**config.mk**
```make
export PLATFORM = sky130hd
export DESIGN_NAME = dual_fetch_compute_decoder
export DESIGN_NICKNAME = d
export VERILOG_FILES = /design/src/shared/dual_fetch_pkg.sv /design/src/design/dual_fetch_compute_decoder.sv
export SDC_FILE = /design/constraint.sdc
export NUM_CORES = 2
export LEC_CHECK = 0
export ABC_AREA = 1
export BUFFER_PORTS_ARGS = -buffer_cell sky130_fd_sc_hd__buf_2
export CAP_MARGIN = 20
export CORE_UTILIZATION = 42
export CTS_CLUSTER_SIZE = 30
export DETAILED_ROUTE_END_ITERATION = 10
export GPL_TIMING_DRIVEN = 0
export SYNTH_ARGS = -nofsm -noshare
export SYNTH_HDL_FRONTEND = slang
export SYNTH_SLANG_ARGS = --single-unit
```
**constraint.sdc**
```tcl
create_clock -name mclk -period 12.8 [get_ports mclk]
set_clock_uncertainty 0.2 [all_clocks]
set_input_delay 0.64 -clock mclk [delete_from_list [all_inputs] [get_ports mclk]]
set_output_delay 0.64 -clock mclk [all_outputs]
set_load 0.01 [all_outputs]
```
**src/shared/dual_fetch_pkg.sv**
```systemverilog
// Shared constants and types for the dual-fetch compute decoder
`default_nettype none
package dual_fetch_pkg;

   // Widths
   localparam int DATA_W = 16;
   localparam int ADDR_W = 14;
   localparam int MR_W   = 40;
   localparam int WORD_W = 24;
   localparam int PADDR_W = 12;

   // Register byte offsets on APB
   localparam logic [11:0] OFS_STATUS = 12'h000; // arithmetic_status
   localparam logic [11:0] OFS_DECODE = 12'h004; // last decode summary
   localparam logic [11:0] OFS_WORD   = 12'h008; // last instruction word
   localparam logic [11:0] OFS_XOPS   = 12'h010; // x operands, 4 words
   localparam logic [11:0] OFS_YOPS   = 12'h020; // y operands, 4 words
   localparam logic [11:0] OFS_ALURES = 12'h030; // alu_result_register
   localparam logic [11:0] OFS_MRLO   = 12'h034; // mult result bits 31:0
   localparam logic [11:0] OFS_MRHI   = 12'h038; // mult result bits 39:32
   localparam logic [11:0] OFS_INDEX  = 12'h040; // index regs, 8 words
   localparam logic [11:0] OFS_MODIFY = 12'h060; // modify regs, 8 words
   localparam logic [11:0] OFS_LAST   = 12'h07c;

   // arithmetic_status bit positions and reset value
   localparam int BIT_ZERO   = 0;
   localparam int BIT_NEG    = 1;
   localparam int BIT_OVF    = 2;
   localparam int BIT_CARRY  = 3;
   localparam int BIT_SIGN   = 4;
   localparam int BIT_QUOT   = 5;
   localparam int BIT_MOVF   = 6;
   localparam int BIT_SHSIGN = 7;
   localparam logic [7:0] STATUS_RESET = 8'h00;

   // Decode summary field positions
   localparam int DEC_GEN  = 8;
   localparam int DEC_DIR  = 9;
   localparam int DEC_RES  = 10;
   localparam int DEC_FUNC = 11;
   localparam int DEC_RGP  = 16;

   // Instruction word bit positions for types 2 to 5
   localparam int POS_GEN   = 20;
   localparam int POS_DIR3  = 20;
   localparam int POS_DIR4  = 19;
   localparam int POS_RES   = 18;
   localparam int POS_RGP   = 18;
   localparam int POS_FUNC  = 13;

   // Function code classes
   localparam logic [4:0] FUNC_NOP = 5'h00;
   localparam int         FUNC_ALU_BIT = 4;
   localparam logic [3:0] MAC_MUL  = 4'h1;
   localparam logic [3:0] MAC_ACC  = 4'h2;
   localparam logic [3:0] MAC_SUB  = 4'h3;
   localparam logic [3:0] MAC_CLR  = 4'h4;
   localparam logic [3:0] ALU_ABS  = 4'hf;

   // Dual-fetch word layout, MSB first
   typedef struct packed {
      logic [1:0] opc;
      logic [1:0] pmDest;
      logic [1:0] dmDest;
      logic [4:0] func;
      logic [1:0] yop;
      logic [2:0] xop;
      logic [1:0] pmIdx;
      logic [1:0] pmMod;
      logic [1:0] dmIdx;
      logic [1:0] dmMod;
   } dual_word_type;

   // Instruction class, one-hot
   typedef enum logic [5:0] {
      CLS_DUAL  = 6'b000001,
      CLS_DMIMM = 6'b000010,
      CLS_DMDIR = 6'b000100,
      CLS_CMPDM = 6'b001000,
      CLS_CMPPM = 6'b010000,
      CLS_OTHER = 6'b100000
   } instr_class_type;

endpackage
`default_nettype wire

```
**src/design/dual_fetch_compute_decoder.sv**
```systemverilog
// Dual-fetch compute decoder with post-modify address generators
//
// Contract
// - One compute plus DM read plus PM read
// - DM feeds X operands, PM feeds Y
// - DM uses index/modify 0-3, PM 4-7
// - Address with index, then add modify
// - Fetched word lands right-justified
// - Dual-fetch compute is never conditional
// - No divide steps in this form
// - ALU to ALU result, MAC to MAC result
// - Reads at cycle start, writes at end
// - Shared operand: compute old, fetch replaces
// - Flags as single compute; fetches leave flags
// - Zero and negative flags from ALU result
// - Overflow and carry flags from ALU
// - Sign flag changes only on absolute value
// - MAC overflow beyond low 32 result bits
// - Top bits 11 select dual-fetch form
// - Prefix 101 decodes immediate data write
// - Prefix 100 decodes immediate address access
// - Prefix 011 decodes compute with DM access
// - Prefix 0101 decodes compute with PM access
// - Other encodings reserved, no behaviour
// - Function zero: only the two reads
`timescale 1ns/1ps
`default_nettype none
module dual_fetch_compute_decoder
   import dual_fetch_pkg::*;
(
   input  wire logic                mclk,      // 50 MHz clock
   input  wire logic                rst,       // Sync reset, active high
   input  wire logic                instrValid, // Instruction word present
   input  wire logic [WORD_W-1:0]   instrWord, // Instruction word
   output logic                     dmRead,    // Data memory read strobe
   output logic [ADDR_W-1:0]        dmAddr,    // Data memory address
   input  wire logic [DATA_W-1:0]   dmRdData,  // Data memory read word
   output logic                     pmRead,    // Program memory read strobe
   output logic [ADDR_W-1:0]        pmAddr,    // Program memory address
   input  wire logic [DATA_W-1:0]   pmRdData,  // Program memory read word
   output logic [7:0]               statusOut, // arithmetic_status copy
   input  wire logic                psel,      // APB select
   input  wire logic                penable,   // APB enable
   input  wire logic                pwrite,    // APB direction
   input  wire logic [PADDR_W-1:0]  paddr,     // APB byte address
   input  wire logic [31:0]         pwdata,    // APB write data
   output logic [31:0]              prdata,    // APB read data
   output logic                     pready,    // APB ready
   output logic                     pslverr    // APB error
);

   ////////////////////////////////////////////////////////////////////////
   // State
   logic [DATA_W-1:0]   xOp_r [4];   // AX0, AX1, MX0, MX1
   logic [DATA_W-1:0]   yOp_r [4];   // AY0, AY1, MY0, MY1
   logic [DATA_W-1:0]   aluRes_r;
   logic [MR_W-1:0]     macRes_r;
   logic [ADDR_W-1:0]   idx_r [8];
   logic [ADDR_W-1:0]   mod_r [8];
   logic [7:0]          status_r;
   logic [7:0]          status_nxt;
   logic                exec_r;
   dual_word_type       execWord_r;
   logic [ADDR_W-1:0]   dmAddr_r;
   logic [ADDR_W-1:0]   pmAddr_r;
   logic [WORD_W-1:0]   lastWord_r;
   logic [17:0]         decode_r;
   logic [31:0]         prdata_r;
   logic                pready_r;
   logic                pslverr_r;

   dual_word_type       inWord;
   instr_class_type     inClass;
   logic                dualGo;
   logic [ADDR_W-1:0]   dmNextIdx;
   logic [ADDR_W-1:0]   pmNextIdx;

   assign inWord = dual_word_type'(instrWord);

   ////////////////////////////////////////////////////////////////////////
   // Top-level decode
   always_comb begin
      unique casez (instrWord[23:20])
         4'b11??: inClass = CLS_DUAL;
         4'b101?: inClass = CLS_DMIMM;
         4'b100?: inClass = CLS_DMDIR;
         4'b011?: inClass = CLS_CMPDM;
         4'b0101: inClass = CLS_CMPPM;
         default: inClass = CLS_OTHER;
      endcase
   end

   // Only the dual-fetch form acts; it has no condition field
   assign dualGo = instrValid && (inClass == CLS_DUAL);

   // Decode summary of the last accepted word
   always_ff @(posedge mclk) begin
      if (rst) begin
         decode_r   <= '0;
         lastWord_r <= '0;
      end else if (instrValid) begin
         lastWord_r <= instrWord;
         decode_r   <= '0;
         decode_r[5:0] <= inClass;
         unique case (inClass)
            CLS_DMIMM: decode_r[DEC_GEN] <= instrWord[POS_GEN];
            CLS_DMDIR: begin
               decode_r[DEC_DIR] <= instrWord[POS_DIR3];
               decode_r[DEC_RGP+:2] <= instrWord[POS_RGP+:2];
            end
            CLS_CMPDM: begin
               decode_r[DEC_GEN] <= instrWord[POS_GEN];
               decode_r[DEC_DIR] <= instrWord[POS_DIR4];
               decode_r[DEC_RES] <= instrWord[POS_RES];
               decode_r[DEC_FUNC+:5] <= instrWord[POS_FUNC+:5];
            end
            CLS_CMPPM: begin
               decode_r[DEC_DIR] <= instrWord[POS_DIR4];
               decode_r[DEC_RES] <= instrWord[POS_RES];
               decode_r[DEC_FUNC+:5] <= instrWord[POS_FUNC+:5];
            end
            CLS_DUAL:  decode_r[DEC_FUNC+:5] <= inWord.func;
            CLS_OTHER: decode_r[5:0] <= inClass;
         endcase
      end
   end

   ////////////////////////////////////////////////////////////////////////
   // Address generators: DM side uses 0-3, PM side 4-7
   assign dmNextIdx = idx_r[{1'b0, inWord.dmIdx}]
                    + mod_r[{1'b0, inWord.dmMod}];
   assign pmNextIdx = idx_r[{1'b1, inWord.pmIdx}]
                    + mod_r[{1'b1, inWord.pmMod}];

   always_ff @(posedge mclk) begin
      if (rst) begin
         dmAddr_r   <= '0;
         pmAddr_r   <= '0;
         exec_r     <= 1'b0;
         execWord_r <= '0;
      end else begin
         exec_r <= dualGo;
         if (dualGo) begin
            dmAddr_r   <= idx_r[{1'b0, inWord.dmIdx}];
            pmAddr_r   <= idx_r[{1'b1, inWord.pmIdx}];
            execWord_r <= inWord;
         end
      end
   end

   // Address generator writes beat APB writes in the same cycle
   logic apbWr;
   assign apbWr = psel && penable && pwrite && pready_r;

   for (genvar k = 0; k < 8; k++) begin : g_dag
      logic [1:0] selIdx;
      logic       postHit;
      assign selIdx  = (k < 4) ? inWord.dmIdx : inWord.pmIdx;
      assign postHit = dualGo && (selIdx == 2'(k % 4));

      always_ff @(posedge mclk) begin
         if (rst) begin
            idx_r[k] <= '0;
         end else if (postHit) begin
            idx_r[k] <= (k < 4) ? dmNextIdx : pmNextIdx;
         end else if (apbWr && paddr == OFS_INDEX + 12'(4 * k)) begin
            idx_r[k] <= pwdata[ADDR_W-1:0];
         end
      end

      always_ff @(posedge mclk) begin
         if (rst) begin
            mod_r[k] <= '0;
         end else if (apbWr && paddr == OFS_MODIFY + 12'(4 * k)) begin
            mod_r[k] <= pwdata[ADDR_W-1:0];
         end
      end
   end

   ////////////////////////////////////////////////////////////////////////
   // Operand fetch for the executing word (values at cycle start)
   logic              isAlu;
   logic              isMac;
   logic [DATA_W-1:0] xVal;
   logic [DATA_W-1:0] yVal;

   // Every non-zero code is ALU or MAC; divide steps have no code here
   assign isAlu = exec_r && execWord_r.func[FUNC_ALU_BIT];
   assign isMac = exec_r && !execWord_r.func[FUNC_ALU_BIT]
                         && (execWord_r.func != FUNC_NOP);

   always_comb begin
      unique case (execWord_r.xop)
         3'd0:    xVal = isAlu ? xOp_r[0] : xOp_r[2];
         3'd1:    xVal = isAlu ? xOp_r[1] : xOp_r[3];
         3'd2:    xVal = aluRes_r;
         3'd3:    xVal = macRes_r[15:0];
         3'd4:    xVal = macRes_r[31:16];
         3'd5:    xVal = {{8{macRes_r[39]}}, macRes_r[39:32]};
         default: xVal = '0;
      endcase
      unique case (execWord_r.yop)
         2'd0:    yVal = isAlu ? yOp_r[0] : yOp_r[2];
         2'd1:    yVal = isAlu ? yOp_r[1] : yOp_r[3];
         default: yVal = '0;
      endcase
   end

   ////////////////////////////////////////////////////////////////////////
   // ALU: one adder with steered operands, logic ops beside it
   logic [DATA_W-1:0] opA;
   logic [DATA_W-1:0] opB;
   logic              cin;
   logic              useAdd;
   logic [DATA_W-1:0] logicRes;
   logic [DATA_W:0]   sum;
   logic [DATA_W-1:0] aluVal;
   logic              aluCarry;
   logic              aluOvf;

   always_comb begin
      opA      = '0;
      opB      = '0;
      cin      = 1'b0;
      useAdd   = 1'b1;
      logicRes = '0;
      unique case (execWord_r.func[3:0])
         4'h0: opB = yVal;
         4'h1: begin opB = yVal; cin = 1'b1; end
         4'h2: begin opA = xVal; opB = yVal; cin = status_r[BIT_CARRY]; end
         4'h3: begin opA = xVal; opB = yVal; end
         4'h4: begin useAdd = 1'b0; logicRes = ~yVal; end
         4'h5: begin opB = ~yVal; cin = 1'b1; end
         4'h6: begin opA = xVal; opB = ~yVal; cin = status_r[BIT_CARRY]; end
         4'h7: begin opA = xVal; opB = ~yVal; cin = 1'b1; end
         4'h8: begin opA = 16'hffff; opB = yVal; end
         4'h9: begin opA = yVal; opB = ~xVal; cin = 1'b1; end
         4'ha: begin opA = yVal; opB = ~xVal; cin = status_r[BIT_CARRY]; end
         4'hb: begin useAdd = 1'b0; logicRes = ~xVal; end
         4'hc: begin useAdd = 1'b0; logicRes = xVal & yVal; end
         4'hd: begin useAdd = 1'b0; logicRes = xVal | yVal; end
         4'he: begin useAdd = 1'b0; logicRes = xVal ^ yVal; end
         4'hf: begin
            opB = xVal[15] ? ~xVal : xVal;
            cin = xVal[15];
         end
      endcase
      sum      = {1'b0, opA} + {1'b0, opB} + {16'h0000, cin};
      aluVal   = useAdd ? sum[DATA_W-1:0] : logicRes;
      aluCarry = useAdd & sum[DATA_W];
      aluOvf   = useAdd & (opA[15] == opB[15]) & (sum[15] != opA[15]);
   end

   ////////////////////////////////////////////////////////////////////////
   // Multiplier / accumulator
   logic signed [31:0] product;
   logic [MR_W-1:0]    prodExt;
   logic [MR_W-1:0]    macVal;
   logic               macOvf;

   assign product = $signed(xVal) * $signed(yVal);
   assign prodExt = {{(MR_W-32){product[31]}}, product};

   always_comb begin
      unique case (execWord_r.func[3:0])
         MAC_MUL: macVal = prodExt;
         MAC_ACC: macVal = macRes_r + prodExt;
         MAC_SUB: macVal = macRes_r - prodExt;
         MAC_CLR: macVal = '0;
         default: macVal = macRes_r;
      endcase
      macOvf = !((&macVal[39:31]) || !(|macVal[39:31]));
   end

   ////////////////////////////////////////////////////////////////////////
   // Result registers, written at end of cycle
   always_ff @(posedge mclk) begin
      if (rst) begin
         aluRes_r <= '0;
      end else if (isAlu) begin
         aluRes_r <= aluVal;
      end
   end

   always_ff @(posedge mclk) begin
      if (rst) begin
         macRes_r <= '0;
      end else if (isMac) begin
         macRes_r <= macVal;
      end
   end

   // Operand loads: both fetches land on the same edge
   for (genvar k = 0; k < 4; k++) begin : g_ops
      always_ff @(posedge mclk) begin
         if (rst) begin
            xOp_r[k] <= '0;
         end else if (exec_r && execWord_r.dmDest == 2'(k)) begin
            xOp_r[k] <= dmRdData;
         end
      end

      always_ff @(posedge mclk) begin
         if (rst) begin
            yOp_r[k] <= '0;
         end else if (exec_r && execWord_r.pmDest == 2'(k)) begin
            yOp_r[k] <= pmRdData;
         end
      end
   end

   ////////////////////////////////////////////////////////////////////////
   // arithmetic_status: compute updates win over APB writes per bit
   always_comb begin
      status_nxt = status_r;
      if (apbWr && paddr == OFS_STATUS) begin
         status_nxt = pwdata[7:0];
      end
      if (isAlu) begin
         status_nxt[BIT_ZERO]  = (aluVal == '0);
         status_nxt[BIT_NEG]   = aluVal[15];
         status_nxt[BIT_OVF]   = aluOvf;
         status_nxt[BIT_CARRY] = aluCarry;
         if (execWord_r.func[3:0] == ALU_ABS) begin
            status_nxt[BIT_SIGN] = xVal[15];
         end
      end
      if (isMac) begin
         status_nxt[BIT_MOVF] = macOvf;
      end
   end

   always_ff @(posedge mclk) begin
      if (rst) begin
         status_r <= STATUS_RESET;
      end else begin
         status_r <= status_nxt;
      end
   end

   ////////////////////////////////////////////////////////////////////////
   // APB slave: one wait state, registered answer
   logic [31:0] rdMux;
   logic        mapped;

   always_comb begin
      rdMux  = '0;
      mapped = (paddr[1:0] == 2'b00) && (paddr <= OFS_LAST);
      if (paddr[11:5] == OFS_INDEX[11:5]) begin
         rdMux = {18'h0, idx_r[paddr[4:2]]};
      end else if (paddr[11:5] == OFS_MODIFY[11:5]) begin
         rdMux = {18'h0, mod_r[paddr[4:2]]};
      end else if (paddr[11:4] == OFS_XOPS[11:4]) begin
         rdMux = {16'h0, xOp_r[paddr[3:2]]};
      end else if (paddr[11:4] == OFS_YOPS[11:4]) begin
         rdMux = {16'h0, yOp_r[paddr[3:2]]};
      end else begin
         unique case (paddr)
            OFS_STATUS: rdMux = {24'h0, status_r};
            OFS_DECODE: rdMux = {14'h0, decode_r};
            OFS_WORD:   rdMux = {8'h0, lastWord_r};
            OFS_ALURES: rdMux = {16'h0, aluRes_r};
            OFS_MRLO:   rdMux = macRes_r[31:0];
            OFS_MRHI:   rdMux = {24'h0, macRes_r[39:32]};
            default:    mapped = 1'b0;
         endcase
      end
   end

   always_ff @(posedge mclk) begin
      if (rst) begin
         pready_r  <= 1'b0;
         prdata_r  <= '0;
         pslverr_r <= 1'b0;
      end else begin
         pready_r  <= psel && penable && !pready_r;
         pslverr_r <= psel && penable && !pready_r && !mapped;
         prdata_r  <= (psel && penable && !pready_r && !pwrite && mapped)
                      ? rdMux : 32'h0000_0000;
      end
   end

   ////////////////////////////////////////////////////////////////////////
   // Outputs
   assign dmRead    = exec_r;
   assign pmRead    = exec_r;
   assign dmAddr    = dmAddr_r;
   assign pmAddr    = pmAddr_r;
   assign statusOut = status_r;
   assign prdata    = prdata_r;
   assign pready    = pready_r;
   assign pslverr   = pslverr_r;

endmodule // dual_fetch_compute_decoder
`default_nettype wire

```
==> metrics.txt <==
status finished clean; post-route antenna net violation count 0; Yosys reg bits 533; Least-Margin Pin Slew 1300 ps; clk buf depth 3; final weighted congestion in routability-driven placement 1.08; # DRC 0; Warnings, synthesis 0; slowest CP cell fa_1; Cells after Synth 5599; Placed Area 46200 um^2; Leakage 21.7 nW; # setup viols final 0; Syn Area/Cell 7.75 um^2; Rows 117; register area share after synthesis 32.7%; design area 48500 um^2; Worst-Skew Late Latency 730 ps; fmax 0.0831 GHz; pwr/cell area 205 nW/um^2; hold crit path type input port to flip-flop; Peak VDD IR 258 uV; ranking of synthesized cells by area edfxtp_1 (24%), fa_1 (12%), nand2_1 (9.5%); highest metal used met5; Pre-antenna DRT Iters 7; number of top-level pins 178; Synth top area share 24.4%; final-report hold violation count 0; clk sink count 533; ys flop type edfxtp_1; WL met2 84500 um; core area 102000 um^2; TritonCTS Buffers 61; largest net degree at the start of global routing 20; Distinct cells, synth 66; CP Capture Type flip-flop; PortBufs 156; syn_nets 6168; fin crit share 94.0%; cell taking the most area after synthesis edfxtp_1; Post-synth EDFFs 352; CP startpoint kind flip-flop; Die Wd 323 um; CTS clk-pin slew, worst paths 70 ps; final worst slack 768 ps; Post-synth ARST share 0%; Post-Place Worst Slack 882 ps; Synth Cell Area 43400 um^2; number of global-route vias before repair 40900; worst endpoint required time 13220 ps; Die ar. 105000 um^2; initial core utilization 42.5%; H-tree depth 2; crit path time final 12030 ps; final hold slack 51.6 ps; commonest cells in the netlist nand2_1 (1102), inv_1 (857), nor2_1 (711); via count 42400; CTS tree built; Routed WL per cell 26.0 um; Pwr Total 9.94 mW; Via density 5.84; most used cell, CP nand2_1; Total Routing Usage GR 36.0%; WS Path Type flip-flop to flip-flop; Crit path largest cell delay 990 ps; setup repair bufs after CTS 0; metal3 WL 17700 um; Root Buffer clkbuf_16; Area growth syn-to-layout 11.9%; global-route wire length before repair 273000 um; Post-Route M1 WL 72700 um; post-detail-place hpwl 150000 um; count of pins over their slew limit 0; crit-path max FO 10; WL final 189000 um; max_cap viols 0; Sum Neg Setup Slack 0 ps; grt total ovfl 0; crit path DAT 12450 ps; final net count 6409; share of layout cells above drive strength 1 6.84%; Die Ht 323 um; initial antenna violation count 15; unrepaired setup endpoints after global routing false; Rel. slew slack 13.5%; count leader, synth nand2_1; Iteration-0 DRC Markers 5063
[area by class of cell]
cell class	count	area, um^2
fillers	10400	53600
multi-input cells	3914	25000
flip-flops and latches	533	14200
inverters	901	3380
clock buffers	88	1850
well taps	1368	1710
repair buffers	178	1050
plain buffers	251	990
clock inverters	27	357
diodes	11	27.5
[through the flow]
step	cells	utilization [%]
2_1_floorplan	5599	-
3_3_place_gp	7123	44.9
3_5_place_dp	7138	45.2
4_1_cts	7258	47.4
5_1_grt	7261	47.5
6_report	7271	47.5
[registers in the layout, summed over array words and instances (netlist names)]
name        cells
pmAddr         14
execWord_r     14
prdata         32
pready          1
mod_r         112
statusOut       8
aluRes_r       16
dmRead          1
xOp_r          64
pslverr         1
decode_r       16
yOp_r          64
lastWord_r     24
idx_r         112
dmAddr         14
macRes_r       40
[critical path, delay by kind of cell, from the launching register on]
family / cells / cell delay (ps)
adder cells (fa/ha/maj): 8 / 4410
AO/OA/AOI/OAI: 8 / 1580
XOR/XNOR: 1 / 170
flip-flops: 1 / 510
AND/OR/NAND/NOR: 21 / 3390
buffers and inverters: 10 / 1680
[what timing repair did]
item / CTS / global route
hold buffers: 5 / 0
endpoints found under the setup margin: 0 / 1
hold endpoints to repair: 5 / 0
gates resized for setup: 0 / 1
[metal layers]
metal | GRT usage, % | vias up
li1 | - | 19100
met1 | 44.6 | 20300
met2 | 57.2 | 2393
met3 | 6.70 | 581
met4 | 24.1 | 14
met5 | 0 | -
[cells in the final DEF, fill, tap and decap left out, types with 64 or more instances in the layout]
| master | n |
|---|---|
| ha_1 | 196 |
| inv_1 | 857 |
| a221oi_1 | 64 |
| fa_1 | 267 |
| o21ai_0 | 359 |
| nand4_1 | 67 |
| edfxtp_1 | 352 |
| o22ai_1 | 127 |
| clkbuf_1 | 217 |
| nand2_1 | 1102 |
| a21oi_1 | 226 |
| buf_2 | 172 |
| a22oi_1 | 102 |
| o211ai_1 | 71 |
| nor2_1 | 711 |
| dfxtp_1 | 181 |
| nand3_1 | 191 |
| clkbuf_16 | 66 |
[kinds of logic (layout without fill, tap and decap cells)]
group	after synthesis	in the layout	share of synthesized area, %
fa+ha+maj	463	463	18.0
simple gates	2198	2198	20.8
buf+inv	1152	1445	10.1
xor+xnor	70	70	1.43
flops	533	533	32.7
other cells	0	11	0
compound gates	1183	1183	17.0
[path summary, 6_finish.rpt]
path         slack [ps]              to      startpoint  cells after the start
max                 770    statusOut[6]          dmRead                     48
min                  50   execWord_r[8]    instrWord[8]                      3
max reg2reg         770    statusOut[6]          dmRead                     48
min reg2reg         260  lastWord_r[16]  lastWord_r[16]                      2
[report_power, final]
group / internal, mW / switching [mW]
Clock: 1.13 / 0.791
Sequential: 1.89 / 0.0341
Combinational: 1.75 / 4.34
(Power assumes the default switching activity.)
